**src/rtl/sdf_cfg.svh**
```systemverilog
/*
 * Constants of the sigma-delta decimation filter control block: register
 * address, field positions, reset value, rate and timing figures.
 * Assumes a 125 MHz system clock and a 32-bit register address.
 */
// Contract
// - Config write resets converters, 60 us each startup
// - Chop bit cuts rate to third; code leaves rate unchanged at decimation 126, 127
// - Nonzero averaging factor: chop keeps same rate
// - Chop settles in two output periods
// - Running average forced on while chopping
// - Running average adds one settling period
// - Averaging factor divides rate by three plus factor; code ignores factor at decimation 126, 127
// - Bit 7 adds second notch to response
// - Rate is 512000 over 64 times decimation plus one
// - Decimation 126 gives 60 Hz, 127 gives 50 Hz
// - Slowest rate 4 Hz normal, 1 Hz low power
// - Low power modes tick filter at 131 kHz
`ifndef SDF_CFG_SVH
`define SDF_CFG_SVH

// Register map
`define SDF_CFG_ADDR        32'hffff0518
`define SDF_CFG_RESET       16'h0007

// Field positions of the filter configuration register
`define SDF_CHOP_BIT        15
`define SDF_RUNAVG_BIT      14
`define SDF_AF_MSB          13
`define SDF_AF_LSB          8
`define SDF_NOTCH_BIT       7
`define SDF_SF_MSB          6
`define SDF_SF_LSB          0

// Clock and modulator rates in Hz; SDF_CLK_MHZ in MHz
`define SDF_CLK_HZ          27'd125000000
`define SDF_MOD_HZ          27'd512000
`define SDF_LP_HZ           27'd131000
`define SDF_MOD_HZ_INT      512000
`define SDF_CLK_MHZ         125

// Decimation figures
`define SDF_BASE_MUL        64
`define SDF_AF_OFFSET       3
`define SDF_SF_60HZ         7'd126
`define SDF_SF_50HZ         7'd127
`define SDF_RATE_60HZ       60
`define SDF_RATE_50HZ       50
`define SDF_MIN_RATE_HZ     4
`define SDF_PERIOD_60HZ     (`SDF_MOD_HZ_INT / `SDF_RATE_60HZ)
`define SDF_PERIOD_50HZ     (`SDF_MOD_HZ_INT / `SDF_RATE_50HZ)
`define SDF_PERIOD_MAX      (`SDF_MOD_HZ_INT / `SDF_MIN_RATE_HZ)

// Startup wait per enabled converter
`define SDF_STARTUP_US      60
`define SDF_STARTUP_CYCLES  (`SDF_STARTUP_US * `SDF_CLK_MHZ)

// Settling in output periods
`define SDF_SETTLE_PLAIN    3'd3
`define SDF_SETTLE_AVG      3'd4
`define SDF_SETTLE_CHOP     3'd2
`define SDF_SETTLE_RUNAVG   3'd1

`endif

```
**src/rtl/sdf_pkg.sv**
```systemverilog
/*
 * Types of the decimation filter control block.
 * Assumes sdf_cfg.svh is on the include path.
 */
`include "sdf_cfg.svh"

package sdf_pkg;

   // Startup wait after a converter reset, then free running
   typedef enum logic {
      SDF_WAIT,
      SDF_RUN
   } sdf_phase_t;

   // State of the control module, apart from its output registers
   typedef struct packed {
      logic [15:0] cfg_reg;
      logic [15:0] rd_data;
      logic        conv_reset;
      sdf_phase_t  phase;
      logic [15:0] wait_cnt;
      logic [19:0] period_cnt;
      logic [13:0] base_cnt;
      logic        chop_phase;
      logic [2:0]  settle_cnt;
      logic        settled;
      logic        strobe;
      logic        tick_q;
   } sdf_state_t;

   // Whole state of the modulator tick divider
   typedef struct packed {
      logic [26:0] acc;
      logic        tick;
   } sdf_div_state_t;

endpackage : sdf_pkg

```
**src/rtl/sdf_ctrl.sv**
```systemverilog
/*
 * Decimation filter control for the current, voltage and temperature
 * converters: holds the filter configuration register, resets the
 * converters on every write to its address, waits out their startup, then paces output
 * results at the configured rate and reports settling.
 * Assumes converter enables and power mode come from logic on the same
 * clock, and a register master that never issues both strobes at once.
 */
`timescale 1ns/1ns
`default_nettype none

`include "sdf_cfg.svh"

module sdf_ctrl
   import sdf_pkg::*;
#(
   parameter int STARTUP_CYCLES = `SDF_STARTUP_CYCLES  // Per converter
)
(
   input  wire logic        i_clock,        // System clock, 125 MHz
   input  wire logic        i_rst,          // Synchronous reset
   input  wire logic [31:0] i_addr,         // Register byte address
   input  wire logic [15:0] i_wr_data,      // Register write data
   input  wire logic        i_wr,           // Write strobe
   input  wire logic        i_rd,           // Read strobe
   input  wire logic [2:0]  i_adc_enable,   // Current, voltage, temp on
   input  wire logic        i_lp_mode,      // Low power modes
   output logic      [15:0] o_rd_data,      // Read data, cycle after read
   output logic             o_conv_reset,   // Converter reset pulse
   output logic             o_mod_tick,     // Modulator tick enable
   output logic             o_result,       // Output result pulse
   output logic             o_settled,      // Filter settled
   output logic             o_chop,         // System chopping active
   output logic             o_chop_phase,   // Chop input polarity
   output logic             o_run_avg,      // Average-by-2 active
   output logic             o_second_notch, // Second notch enabled
   output logic      [6:0]  o_decim,        // Decimation factor
   output logic      [5:0]  o_avg_factor    // Post filter factor
);

   sdf_state_t  st_reg;
   sdf_state_t  st_next;
   logic        tick;
   logic        chop;
   logic        run_avg;
   logic [5:0]  af;
   logic [6:0]  sf;
   logic [1:0]  n_en;
   logic [15:0] wait_len;
   logic [19:0] period;
   logic [13:0] base;
   logic [2:0]  settle;
   logic        addr_hit;

   // Number of enabled converters
   function automatic logic [1:0] sdf_count(input logic [2:0] en);
      sdf_count = {1'b0, en[0]} + {1'b0, en[1]} + {1'b0, en[2]};
   endfunction : sdf_count

   // Length of one Sinc3 conversion in modulator ticks
   function automatic logic [13:0] sdf_base(input logic [6:0] d);
      if (d == `SDF_SF_60HZ) begin
         sdf_base = 14'(`SDF_PERIOD_60HZ);
      end else if (d == `SDF_SF_50HZ) begin
         sdf_base = 14'(`SDF_PERIOD_50HZ);
      end else begin
         sdf_base = 14'(({7'h00, d} + 14'h0001) * `SDF_BASE_MUL);
      end
   endfunction : sdf_base

   // Output period in modulator ticks
   function automatic logic [19:0] sdf_period(input logic [6:0] d,
                                              input logic [5:0] a,
                                              input logic       c);
      logic [20:0] full;
      logic [6:0]  fac;
      fac = 7'h01;
      // Chop alone slows by three; with a factor the rate is unchanged
      if (a != 6'h00 || c) begin
         fac = 7'({1'b0, a} + `SDF_AF_OFFSET);
      end
      if (d == `SDF_SF_60HZ || d == `SDF_SF_50HZ) begin
         fac = 7'h01;
      end
      // Widen both operands first so the product is not cut to 14 bits
      full = 21'(sdf_base(d)) * 21'(fac);
      // Datapath limit on the slowest rate; ticks slow in low power too
      if (full > 21'(`SDF_PERIOD_MAX)) begin
         full = 21'(`SDF_PERIOD_MAX);
      end
      sdf_period = full[19:0];
   endfunction : sdf_period

   // Output periods until the filter has settled
   function automatic logic [2:0] sdf_settle(input logic [5:0] a,
                                             input logic       c,
                                             input logic       r);
      if (c) begin
         sdf_settle = `SDF_SETTLE_CHOP;
      end else begin
         sdf_settle = (a != 6'h00) ? `SDF_SETTLE_AVG
                                   : `SDF_SETTLE_PLAIN;
         if (r) begin
            sdf_settle = sdf_settle + `SDF_SETTLE_RUNAVG;
         end
      end
   endfunction : sdf_settle

   // Modulator tick, 512 kHz or 131 kHz
   sdf_div u_div (
      .i_clock   (i_clock),
      .i_rst     (i_rst),
      .i_lp_mode (i_lp_mode),
      .o_tick    (tick)
   );

   // Field decode of the stored configuration
   assign chop     = st_reg.cfg_reg[`SDF_CHOP_BIT];
   assign run_avg  = st_reg.cfg_reg[`SDF_RUNAVG_BIT] | chop;
   assign af       = st_reg.cfg_reg[`SDF_AF_MSB:`SDF_AF_LSB];
   assign sf       = st_reg.cfg_reg[`SDF_SF_MSB:`SDF_SF_LSB];
   assign n_en     = sdf_count(i_adc_enable);
   assign wait_len = 16'(STARTUP_CYCLES * int'(n_en));
   assign period   = sdf_period(sf, af, chop);
   assign base     = sdf_base(sf);
   assign settle   = sdf_settle(af, chop, run_avg);
   assign addr_hit = (i_addr == `SDF_CFG_ADDR);

   // Next state: bus access, startup wait, output pacing
   always_comb begin
      st_next = st_reg;
      st_next.conv_reset = 1'b0;
      st_next.strobe     = 1'b0;
      st_next.rd_data    = 16'h0000;
      st_next.tick_q     = tick;

      // Read data stand for one cycle only; unmapped reads give zero
      if (i_rd && addr_hit) begin
         st_next.rd_data = st_reg.cfg_reg;
      end

      case (st_reg.phase)
         SDF_WAIT: begin
            // No converter enabled means no result to wait for
            if (n_en == 2'd0) begin
               st_next.wait_cnt = 16'h0000;
            end else if (st_reg.wait_cnt + 16'h0001 >= wait_len) begin
               st_next.phase      = SDF_RUN;
               st_next.wait_cnt   = 16'h0000;
               st_next.period_cnt = 20'h00000;
               st_next.base_cnt   = 14'h0000;
            end else begin
               st_next.wait_cnt = st_reg.wait_cnt + 16'h0001;
            end
         end
         SDF_RUN: begin
            if (n_en == 2'd0) begin
               st_next.phase = SDF_WAIT;
            end else if (tick) begin
               // Chop polarity flips on every Sinc3 conversion
               if (st_reg.base_cnt + 14'h0001 >= base) begin
                  st_next.base_cnt = 14'h0000;
                  if (chop) begin
                     st_next.chop_phase = ~st_reg.chop_phase;
                  end
               end else begin
                  st_next.base_cnt = st_reg.base_cnt + 14'h0001;
               end
               // Compare with >= so a shortened period wraps at once
               if (st_reg.period_cnt + 20'h00001 >= period) begin
                  st_next.period_cnt = 20'h00000;
                  st_next.strobe     = 1'b1;
                  if (st_reg.settle_cnt < settle) begin
                     st_next.settle_cnt = st_reg.settle_cnt + 3'd1;
                  end
                  if (st_reg.settle_cnt + 3'd1 >= settle) begin
                     st_next.settled = 1'b1;
                  end
               end else begin
                  st_next.period_cnt = st_reg.period_cnt + 20'h00001;
               end
            end
         end
         default: begin
            st_next.phase = SDF_WAIT;
         end
      endcase

      // Any write to the register address, even of the same value, restarts all converters
      if (i_wr && addr_hit) begin
         st_next.cfg_reg    = i_wr_data;
         st_next.conv_reset = 1'b1;
         st_next.phase      = SDF_WAIT;
         st_next.wait_cnt   = 16'h0000;
         st_next.period_cnt = 20'h00000;
         st_next.base_cnt   = 14'h0000;
         st_next.chop_phase = 1'b0;
         st_next.settle_cnt = 3'd0;
         st_next.settled    = 1'b0;
      end
   end

   // State register; reset acts like a configuration write of the default
   always_ff @(posedge i_clock) begin
      if (i_rst) begin
         st_reg            <= '0;
         st_reg.cfg_reg    <= `SDF_CFG_RESET;
         st_reg.conv_reset <= 1'b1;
         st_reg.phase      <= SDF_WAIT;
      end else begin
         st_reg <= st_next;
      end
   end

   // Output registers
   logic        chop_q;
   logic        run_avg_q;
   logic        notch_q;
   logic [6:0]  sf_q;
   logic [5:0]  af_q;

   // Configuration levels, registered so outputs come from flip-flops;
   // reset loads the default fields so the levels do not jump on release
   always_ff @(posedge i_clock) begin
      if (i_rst) begin
         chop_q    <= 1'b0;
         run_avg_q <= 1'b0;
         notch_q   <= 1'b0;
         sf_q      <= 7'(`SDF_CFG_RESET);
         af_q      <= 6'h00;
      end else begin
         chop_q    <= st_next.cfg_reg[`SDF_CHOP_BIT];
         run_avg_q <= st_next.cfg_reg[`SDF_RUNAVG_BIT]
                      | st_next.cfg_reg[`SDF_CHOP_BIT];
         notch_q   <= st_next.cfg_reg[`SDF_NOTCH_BIT];
         sf_q      <= st_next.cfg_reg[`SDF_SF_MSB:`SDF_SF_LSB];
         af_q      <= st_next.cfg_reg[`SDF_AF_MSB:`SDF_AF_LSB];
      end
   end

   assign o_rd_data      = st_reg.rd_data;
   assign o_conv_reset   = st_reg.conv_reset;
   assign o_mod_tick     = st_reg.tick_q;
   assign o_result       = st_reg.strobe;
   assign o_settled      = st_reg.settled;
   assign o_chop_phase   = st_reg.chop_phase;
   assign o_chop         = chop_q;
   assign o_run_avg      = run_avg_q;
   assign o_second_notch = notch_q;
   assign o_decim        = sf_q;
   assign o_avg_factor   = af_q;

endmodule : sdf_ctrl

`default_nettype wire

```
**src/rtl/sdf_div.sv**
```systemverilog
/*
 * Modulator tick divider: a one-cycle enable at 512 kHz, or at 131 kHz in
 * the low power modes, made from the 125 MHz clock by a phase accumulator.
 * Assumes the power mode input is on the same clock.
 */
`timescale 1ns/1ns
`default_nettype none

module sdf_div
   import sdf_pkg::*;
(
   input  wire logic i_clock,    // System clock
   input  wire logic i_rst,      // Synchronous reset, active high
   input  wire logic i_lp_mode,  // Low power or low power plus mode
   output logic      o_tick      // Modulator tick enable
);

   sdf_div_state_t st_reg;
   sdf_div_state_t st_next;
   logic [26:0]    inc;
   logic [26:0]    sum;

   // Fractional division keeps the average rate exact; jitter is one cycle
   always_comb begin
      inc = i_lp_mode ? `SDF_LP_HZ : `SDF_MOD_HZ;
      sum = st_reg.acc + inc;
      st_next = st_reg;
      st_next.tick = 1'b0;
      if (sum >= `SDF_CLK_HZ) begin
         st_next.acc  = sum - `SDF_CLK_HZ;
         st_next.tick = 1'b1;
      end else begin
         st_next.acc = sum;
      end
   end

   // State register
   always_ff @(posedge i_clock) begin
      if (i_rst) begin
         st_reg <= '0;
      end else begin
         st_reg <= st_next;
      end
   end

   assign o_tick = st_reg.tick;

endmodule : sdf_div

`default_nettype wire

```
**config.mk**
```make
export PLATFORM = sky130hd
export DESIGN_NAME = sdf_ctrl
export DESIGN_NICKNAME = d
export VERILOG_FILES = /design/src/rtl/sdf_pkg.sv /design/src/rtl/sdf_ctrl.sv /design/src/rtl/sdf_div.sv
export VERILOG_INCLUDE_DIRS = /design/src /design/src/rtl
export SDC_FILE = /design/constraint.sdc
export NUM_CORES = 1
export LEC_CHECK = 0
export ABC_AREA = 0
export BUFFER_PORTS_ARGS = -buffer_cell sky130_fd_sc_hd__buf_2
export CAP_MARGIN = 10
export CORE_ASPECT_RATIO = 1.4
export CORE_MARGIN = 2
export CORE_UTILIZATION = 65
export DETAILED_ROUTE_END_ITERATION = 6
export PLACE_DENSITY = 0.86
export SYNTH_ARGS = -nofsm -noshare
export SYNTH_HDL_FRONTEND = slang
export SYNTH_HIERARCHICAL = 1
export SYNTH_SLANG_ARGS = --single-unit
```
**constraint.sdc**
```tcl
create_clock -name i_clock -period 21.9 [get_ports i_clock]
set_clock_uncertainty 0.05 [all_clocks]
set_input_delay 2.19 -clock i_clock [delete_from_list [all_inputs] [get_ports i_clock]]
set_output_delay 2.19 -clock i_clock [all_outputs]
set_load 0.02 [all_outputs]
```
==> qor.txt, run 1 <==
vias in the first global route - 9274
critical path class - flip-flop to flip-flop
overall die width - 112.8 µm
Post-DP HPWL - 19410 µm
Unique masters post-synth - 87
XOR/XNOR Fraction of Synth Area - 6.261%
Setup TNS Final - 0 ns
I/O pin count - 93
Die Y - 156.3 µm
DR WL/cell - 16.36 µm
Die ar. - 17630 µm²
initial antenna violation count - 0
max reg flops - 56
Routed WL - 25320 µm
Initial DRC Count - 586
CP peak stage delay - 0.90 ns
Fin Hold WS - 0.4278 ns
syn avg cell area - 8.402 µm²
Syn Std Cell Area - 10770 µm²
GRT overflow - 0
CTS Buffer Depth - 2
DP Area - 11100 µm²
Setup Fix Bufs, Post-CTS - 0
Peak VDD IR - 0.00009645 V
Min Clock Period, post-route - 9.535 ns
antenna-violating nets left - 0
adder-cell area share of the yosys netlist - 21.54%
largest family of logic cells by synthesized area - simple AND/OR/NAND/NOR gates
# nets final - 1554
synthesis-stage register bit count - 117
CP delay by family, top - compound AO/OA/AOI/OAI gates
mux cell area share after synthesis - 2.056%
# rows - 55
PwrDens - 64.51 nW/µm²
worst-skew pair later-pin latency - 0.43 ns
Slew Limit Fails - 0
Rel. slew slack - 25.47%
post-synth top area share - 21.74%
WP data arrival - 9.80 ns
Synth async-reset ratio - 0%
CTS buffer count - 17
diode count - 0
CP bufs+invs - 5
CTS sink cnt - 117
PortBufs - 92
simple-gate share of the synthesized area - 23.22%
DP Worst Slack - 12.67 ns
core area - 16170 µm²
Cells after Synth - 1282
Tot GR Track Use - 29.63%
Critical Path End Type - flip-flop
Leak - 5.797 nW
Period Utilization, post-route - 43.54%
final setup margin - 12.36 ns
Setup-failing EPs final - 0
Residual DRC - 0
fillers - 1276
sequential element share of the synthesized area - 21.74%
Critical Path Slowest Stage Cell - nor3_1
htree depth - 4
Reg clk slew, reported paths - 0.06 ns
post-layout instance area - 11660 µm²
Vias/cell - 6.114
CTS tree - built
CTS root buffer - clkbuf_16
top-count cell post-synth - ha_1
CP Launch Type - flip-flop
max_cap viols - 0
Yosys warnings - 6
Worst-Margin Slew - 1.109 ns
Syn-to-layout area delta - 8.259%
register area - 2342 µm²
vias post-DR - 9464
area used by multi-input combinational logic - 7732 µm²
outcome - finished, final reports clean
CTS Hold Buffers Added - 0
largest net degree at the start of global routing - 51
Total Power - 0.7522 mW
FMAX - 104.9 MHz
Pre-Repair DR Iteration Count - 5
EDFF count, synth - 0
routability cong. - 0.9578
list of most frequent post-synthesis cells - ha_1, dfxtp_1, nor2_1
Hold Fails Final Rpt - 0
global-route wire length before repair - 42870 µm
Yosys top cell by area - dfxtp_1
fraction of layout cells with a size suffix above 1 - 12.16%
top post-synthesis cells by area - dfxtp_1, ha_1, fa_1, nor2_1, xnor2_1
Synth Area in Compound Gates - 18.13%
Most used DFF post-synth - dfxtp_1
post-CTS sizing - 0
initial core utilization - 66.61%
crit path max fanout - 12
RSZ-0062 raised after global routing - no
Critical Path RT - 22.16 ns
Hold Crit Class - flip-flop to flip-flop
==> worst register-to-register path: cells and delay by family (launching register included) <==
family / cells / cell delay [ns]
compound gates: 11 / 3.46
fa+ha+maj: 7 / 2.78
simple gates: 6 / 1.98
flops: 1 / 0.51
buf+inv: 5 / 0.47
xor+xnor: 1 / 0.17
==> per-layer routing <==
| metal | up-vias | global-route usage, % | part of all wire [%] | routed length, µm |
|---|---|---|---|---|
| met5 | - | 0 | 0 | 0 |
| met2 | 226 | 55.52 | 54 | 13640 |
| li1 | 4653 | - | - | - |
| met1 | 4517 | 32.31 | 39 | 9895 |
| met4 | 0 | 13.82 | 3.5 | 893 |
| met3 | 68 | 4.686 | 3.5 | 893 |
==> through the flow <==
| step | instances | utilization, % |
|---|---|---|
| after global placement | 1516 | 68.66 |
| after global routing | 1548 | 72.11 |
| after floorplan | 1295 | - |
| final | 1548 | 72.11 |
| after detailed placement | 1516 | 68.66 |
| after CTS | 1548 | 72.11 |
==> cells in the final DEF (no fill, tap or decap), types with 8 or more instances in the layout <==
cell | netlist | routed
clkbuf_16 | 0 | 17
o21a_1 | 10 | 10
mux2i_1 | 18 | 18
nor2b_1 | 11 | 11
or2_2 | 9 | 9
fa_1 | 39 | 39
dfxtp_1 | 117 | 117
o21ai_0 | 44 | 44
a21oi_1 | 61 | 61
xnor2_1 | 46 | 46
conb_1 | 2 | 15
a32o_1 | 9 | 9
a211o_1 | 10 | 10
and2_1 | 30 | 30
nand4_1 | 21 | 21
and3_1 | 21 | 21
xor2_1 | 31 | 31
ha_1 | 123 | 123
nor4_1 | 8 | 8
a22o_1 | 15 | 15
or3_1 | 15 | 15
a21o_1 | 49 | 49
a211oi_1 | 9 | 9
nor3_1 | 32 | 32
nor2_1 | 112 | 112
nand3_1 | 56 | 56
o21ai_1 | 9 | 9
nand2b_1 | 26 | 26
a31oi_1 | 8 | 8
inv_1 | 78 | 78
buf_2 | 10 | 92
nand2_1 | 84 | 84
==> area by class of cell <==
type                            instances  share of cell area (%)
Tap cell                              199                   2.135
Clock buffer                           17                   3.648
Multi-Input combinational cell       1026                   66.31
Inverter                               79                   2.543
Sequential cell                       117                   20.09
Clock inverter                         15                   1.137
Timing Repair Buffer                   95                   4.142
==> path summary, 6_finish.rpt <==
check	start	endpoint	slack [ns]	depth (start not counted)
worst max-delay path	sf[0]	st_reg[32]	12.36	30
worst min-delay path	st_reg[82]	o_rd_data[7]	0.43	1
worst max register to register	sf[0]	st_reg[32]	12.36	30
worst min register to register	st_reg[82]	o_rd_data[7]	0.43	1
==> power by group <==
part	internal, mW	switching, mW
clock network	0.156	0.107
logic	0.0979	0.155
registers	0.224	0.0124
==> kinds of logic after synthesis <==
logic type,count (synthesis)
and+or+nand+nor,473
AOI/OAI and AO/OA,278
adders and majority gates,162
buffers and inverters,152
DFF,117
xor gates and xnor gates,77
muxes,21
other,2
Note: power is estimated with default switching activity, not from simulation.
==> run 2, diff against run 1 <==
- ABC_AREA: 0 -> 1
- CORE_UTILIZATION: 65 -> 56
- PLACE_DENSITY: 0.86 -> 0.78
- clock period: 21.9 -> 8.5 ns (I/O delays scaled with it)
==> qor.txt, run 2 <==
Setup TNS Final - 0 ns (unchanged)
Most used DFF post-synth - dfxtp_1 (unchanged)
Die ar. - 22320 µm² (was 17630 µm²)
CP startpoint - sf[0] (unchanged)
Residual DRC - 0 (unchanged)
vias in the first global route - 11340 (was 9274)
CTS tree - built (unchanged)
htree depth - 4 (unchanged)
GRT overflow - 0 (unchanged)
Sw Share - 41.35% (was 36.43%)
worst-skew pair later-pin latency - 0.43 ns (about the same)
Peak VDD IR - 0.0001870 V (was 0.00009645 V)
PortBufs - 92 (unchanged)
CTS buffer count - 17 (unchanged)
Synth async-reset ratio - 0% (unchanged)
CP peak stage delay - 0.55 ns (was 0.90 ns)
fraction of layout cells with a size suffix above 1 - 11.62% (was 12.16%)
final setup margin - 0.7036 ns (was 12.36 ns)
Setup-failing EPs final - 0 (unchanged)
Syn Std Cell Area - 11830 µm² (was 10770 µm²)
largest net degree at the start of global routing - 52 (was 51)
FMAX - 128.3 MHz (was 104.9 MHz)
Hold Crit Class - flip-flop to flip-flop (unchanged)
Critical Path Slowest Stage Cell - fa_1 (was nor3_1)
max reg flops - 56 (unchanged)
combinational power share - 37.6% (was 33.6%)
Rel. slew slack - 29.27% (was 25.47%)
CTS root buffer - clkbuf_16 (unchanged)
Yosys warnings - 6 (unchanged)
worst reg2reg path endpoint - st_reg[21] (was st_reg[32])
sequential element share of the synthesized area - 19.80% (was 21.74%)
CP delay by family, top - adder cells (was compound AO/OA/AOI/OAI gates)
vias post-DR - 11510 (was 9464)
top-count cell post-synth - nand2_1 (was ha_1)
PwrDens - 158.7 nW/µm² (was 64.51 nW/µm²)
Critical Path RT - 8.76 ns (was 22.16 ns)
Die Y - 176.0 µm (was 156.3 µm)
Period Utilization, post-route - 91.72% (was 43.54%)
post-synth top area share - 19.80% (was 21.74%)
Pre-Repair DR Iteration Count - 5 (unchanged)
leading cell type in the layout, fill and taps excluded - nand2_1 (was ha_1)
Initial DRC Count - 572 (was 586)
Setup Fix Bufs, Post-CTS - 0 (unchanged)
I/O pin count - 93 (unchanged)
Unique masters post-synth - 51 (was 87)
RSZ-0062 raised after global routing - no (unchanged)
CP bufs+invs - 8 (was 5)
cell depth of the worst setup path - 39 (was 30)
outcome - finished, final reports clean (unchanged)
internal cell power - 1.195 mW (was 0.4782 mW)
Cells after Synth - 1818 (was 1282)
syn avg cell area - 6.508 µm² (was 8.402 µm²)
critical path class - flip-flop to flip-flop (unchanged)
Leak - 6.704 nW (was 5.797 nW)
Vias/cell - 5.333 (was 6.114)
antenna-violating nets left - 0 (unchanged)
Tot GR Track Use - 26.82% (was 29.63%)
Setup crit end - st_reg[21] (was st_reg[32])
diode count - 0 (unchanged)
# nets final - 2107 (was 1554)
Reg clk slew, reported paths - 0.06 ns (about the same)
crit path max fanout - 20 (was 12)
CTS Hold Buffers Added - 0 (unchanged)
Worst-Margin Slew - 1.054 ns (was 1.109 ns)
list of most frequent post-synthesis cells - nand2_1, inv_1, nor2_1 (was ha_1, dfxtp_1, nor2_1)
Hold Fails Final Rpt - 0 (unchanged)
routability cong. - 0.9221 (was 0.9578)
WP data arrival - 8.06 ns (was 9.80 ns)
Seq pwr share - 29.8% (was 31.5%)
commonest cells after routing, fill and taps aside - nand2_1, inv_1, nor2_1, nand3_1, ha_1 (was ha_1, dfxtp_1, nor2_1, buf_2, nand2_1)
Slew Limit Fails - 0 (unchanged)
Min Clock Period, post-route - 7.796 ns (was 9.535 ns)
post-CTS sizing - 0 (unchanged)
Switch Pwr - 0.8426 mW (was 0.2740 mW)
Critical Path End Type - flip-flop (unchanged)
fillers - 1927 (was 1276)
initial antenna violation count - 0 (unchanged)
initial core utilization - 57.34% (was 66.61%)
DP Worst Slack - 0.7154 ns (was 12.67 ns)
Routed WL - 29130 µm (was 25320 µm)
synthesis-stage register bit count - 117 (unchanged)
Clk pwr share - 32.6% (was 34.9%)
global-route wire length before repair - 49460 µm (was 42870 µm)
top post-synthesis cells by area - dfxtp_1, nand2_1, ha_1, inv_1, nor2_1 (was dfxtp_1, ha_1, fa_1, nor2_1, xnor2_1)
CP Launch Type - flip-flop (unchanged)
max_cap viols - 0 (unchanged)
# rows - 62 (was 55)
Worst Reg2Reg Path Length in Cells - 39 (was 30)
Register-to-Register Setup Slack - 0.70 ns (was 12.36 ns)
EDFF count, synth - 0 (unchanged)
Syn-to-layout area delta - 8.492% (was 8.259%)
Yosys top cell by area - dfxtp_1 (unchanged)
reg-to-reg startpoint - sf[0] (unchanged)
overall die width - 126.8 µm (was 112.8 µm)
core area - 20630 µm² (was 16170 µm²)
DR WL/cell - 13.50 µm (was 16.36 µm)
Post-DP HPWL - 23130 µm (was 19410 µm)
CTS sink cnt - 117 (unchanged)
CTS Buffer Depth - 2 (unchanged)
## run 2: how the worst min path moves through the flow
| stage | from | end | slack (ns) | cells past startpoint |
|---|---|---|---|---|
| finish | st_reg[89] | o_rd_data[14] | 0.40 | 2 |
| global route | st_reg[82] | o_rd_data[7] | 0.42 | 2 |
| CTS | st_reg[82] | o_rd_data[7] | 0.40 | 2 |
| detailed placement | st_reg[82] | o_rd_data[7] | 0.39 | 2 |
| global placement | st_reg[82] | o_rd_data[7] | 0.38 | 2 |
| floorplan | u_div/o_tick | o_mod_tick | 0.36 | 2 |
## run 2: final cells by class
class | instances | area [µm²] | area share (%)
clock inverter | 15 | 106.4 | 0.8285
clock buffer | 17 | 425.4 | 3.314
inverter | 310 | 1167 | 9.094
multi-input combinational | 1345 | 7969 | 62.08
sequential | 117 | 2342 | 18.25
timing repair buffer | 98 | 505.5 | 3.938
tap | 256 | 320.3 | 2.495
## run 2: per-stage QoR
step | cell area, µm² | utilization [%] | instances | power, mW | hold slack [ns]
after floorplan | 11880 | - | 1831 | 1.211 | 0.3602
after global placement | 12300 | 59.61 | 2126 | 1.360 | 0.3826
after detailed placement | 12300 | 59.61 | 2126 | 1.373 | 0.3890
after CTS | 12830 | 62.19 | 2158 | 2.040 | 0.4008
after global routing | 12840 | 62.21 | 2158 | 2.189 | 0.4224
final | 12840 | 62.21 | 2158 | 2.038 | 0.3974
## run 2: layer usage
metal	GRT usage [%]	wire length, µm	up-vias
met4	12.91	1200	0
met2	51.79	15530	257
li1	-	-	5885
met1	28.03	11340	5285
met3	3.909	1059	82
met5	0	0	-
## run 2: power by group through the flow
stage                     combinational [mW]  sequential [mW]  clock (mW)
after floorplan                        0.602            0.609           0
after global placement                 0.741            0.618           0
after detailed placement               0.754            0.619           0
after CTS                              0.759            0.606       0.675
after global routing                   0.878            0.610       0.700
final                                  0.765            0.607       0.665
## run 2: logic make-up after synthesis
group	count (synthesis)	synth area share, %
AOI/OAI and AO/OA	172	8.080
xor gates and xnor gates	54	4.061
adders and majority gates	162	19.61
buffers and inverters	369	13.28
DFF	117	19.80
other	2	0.06348
and+or+nand+nor	942	35.11
## run 2: worst min-delay path, delay by kind of cell (launching register included)
kind                   cells  cell delay, ns
DFF                        1            0.31
buffers and inverters      1            0.07
and+or+nand+nor            1            0.04
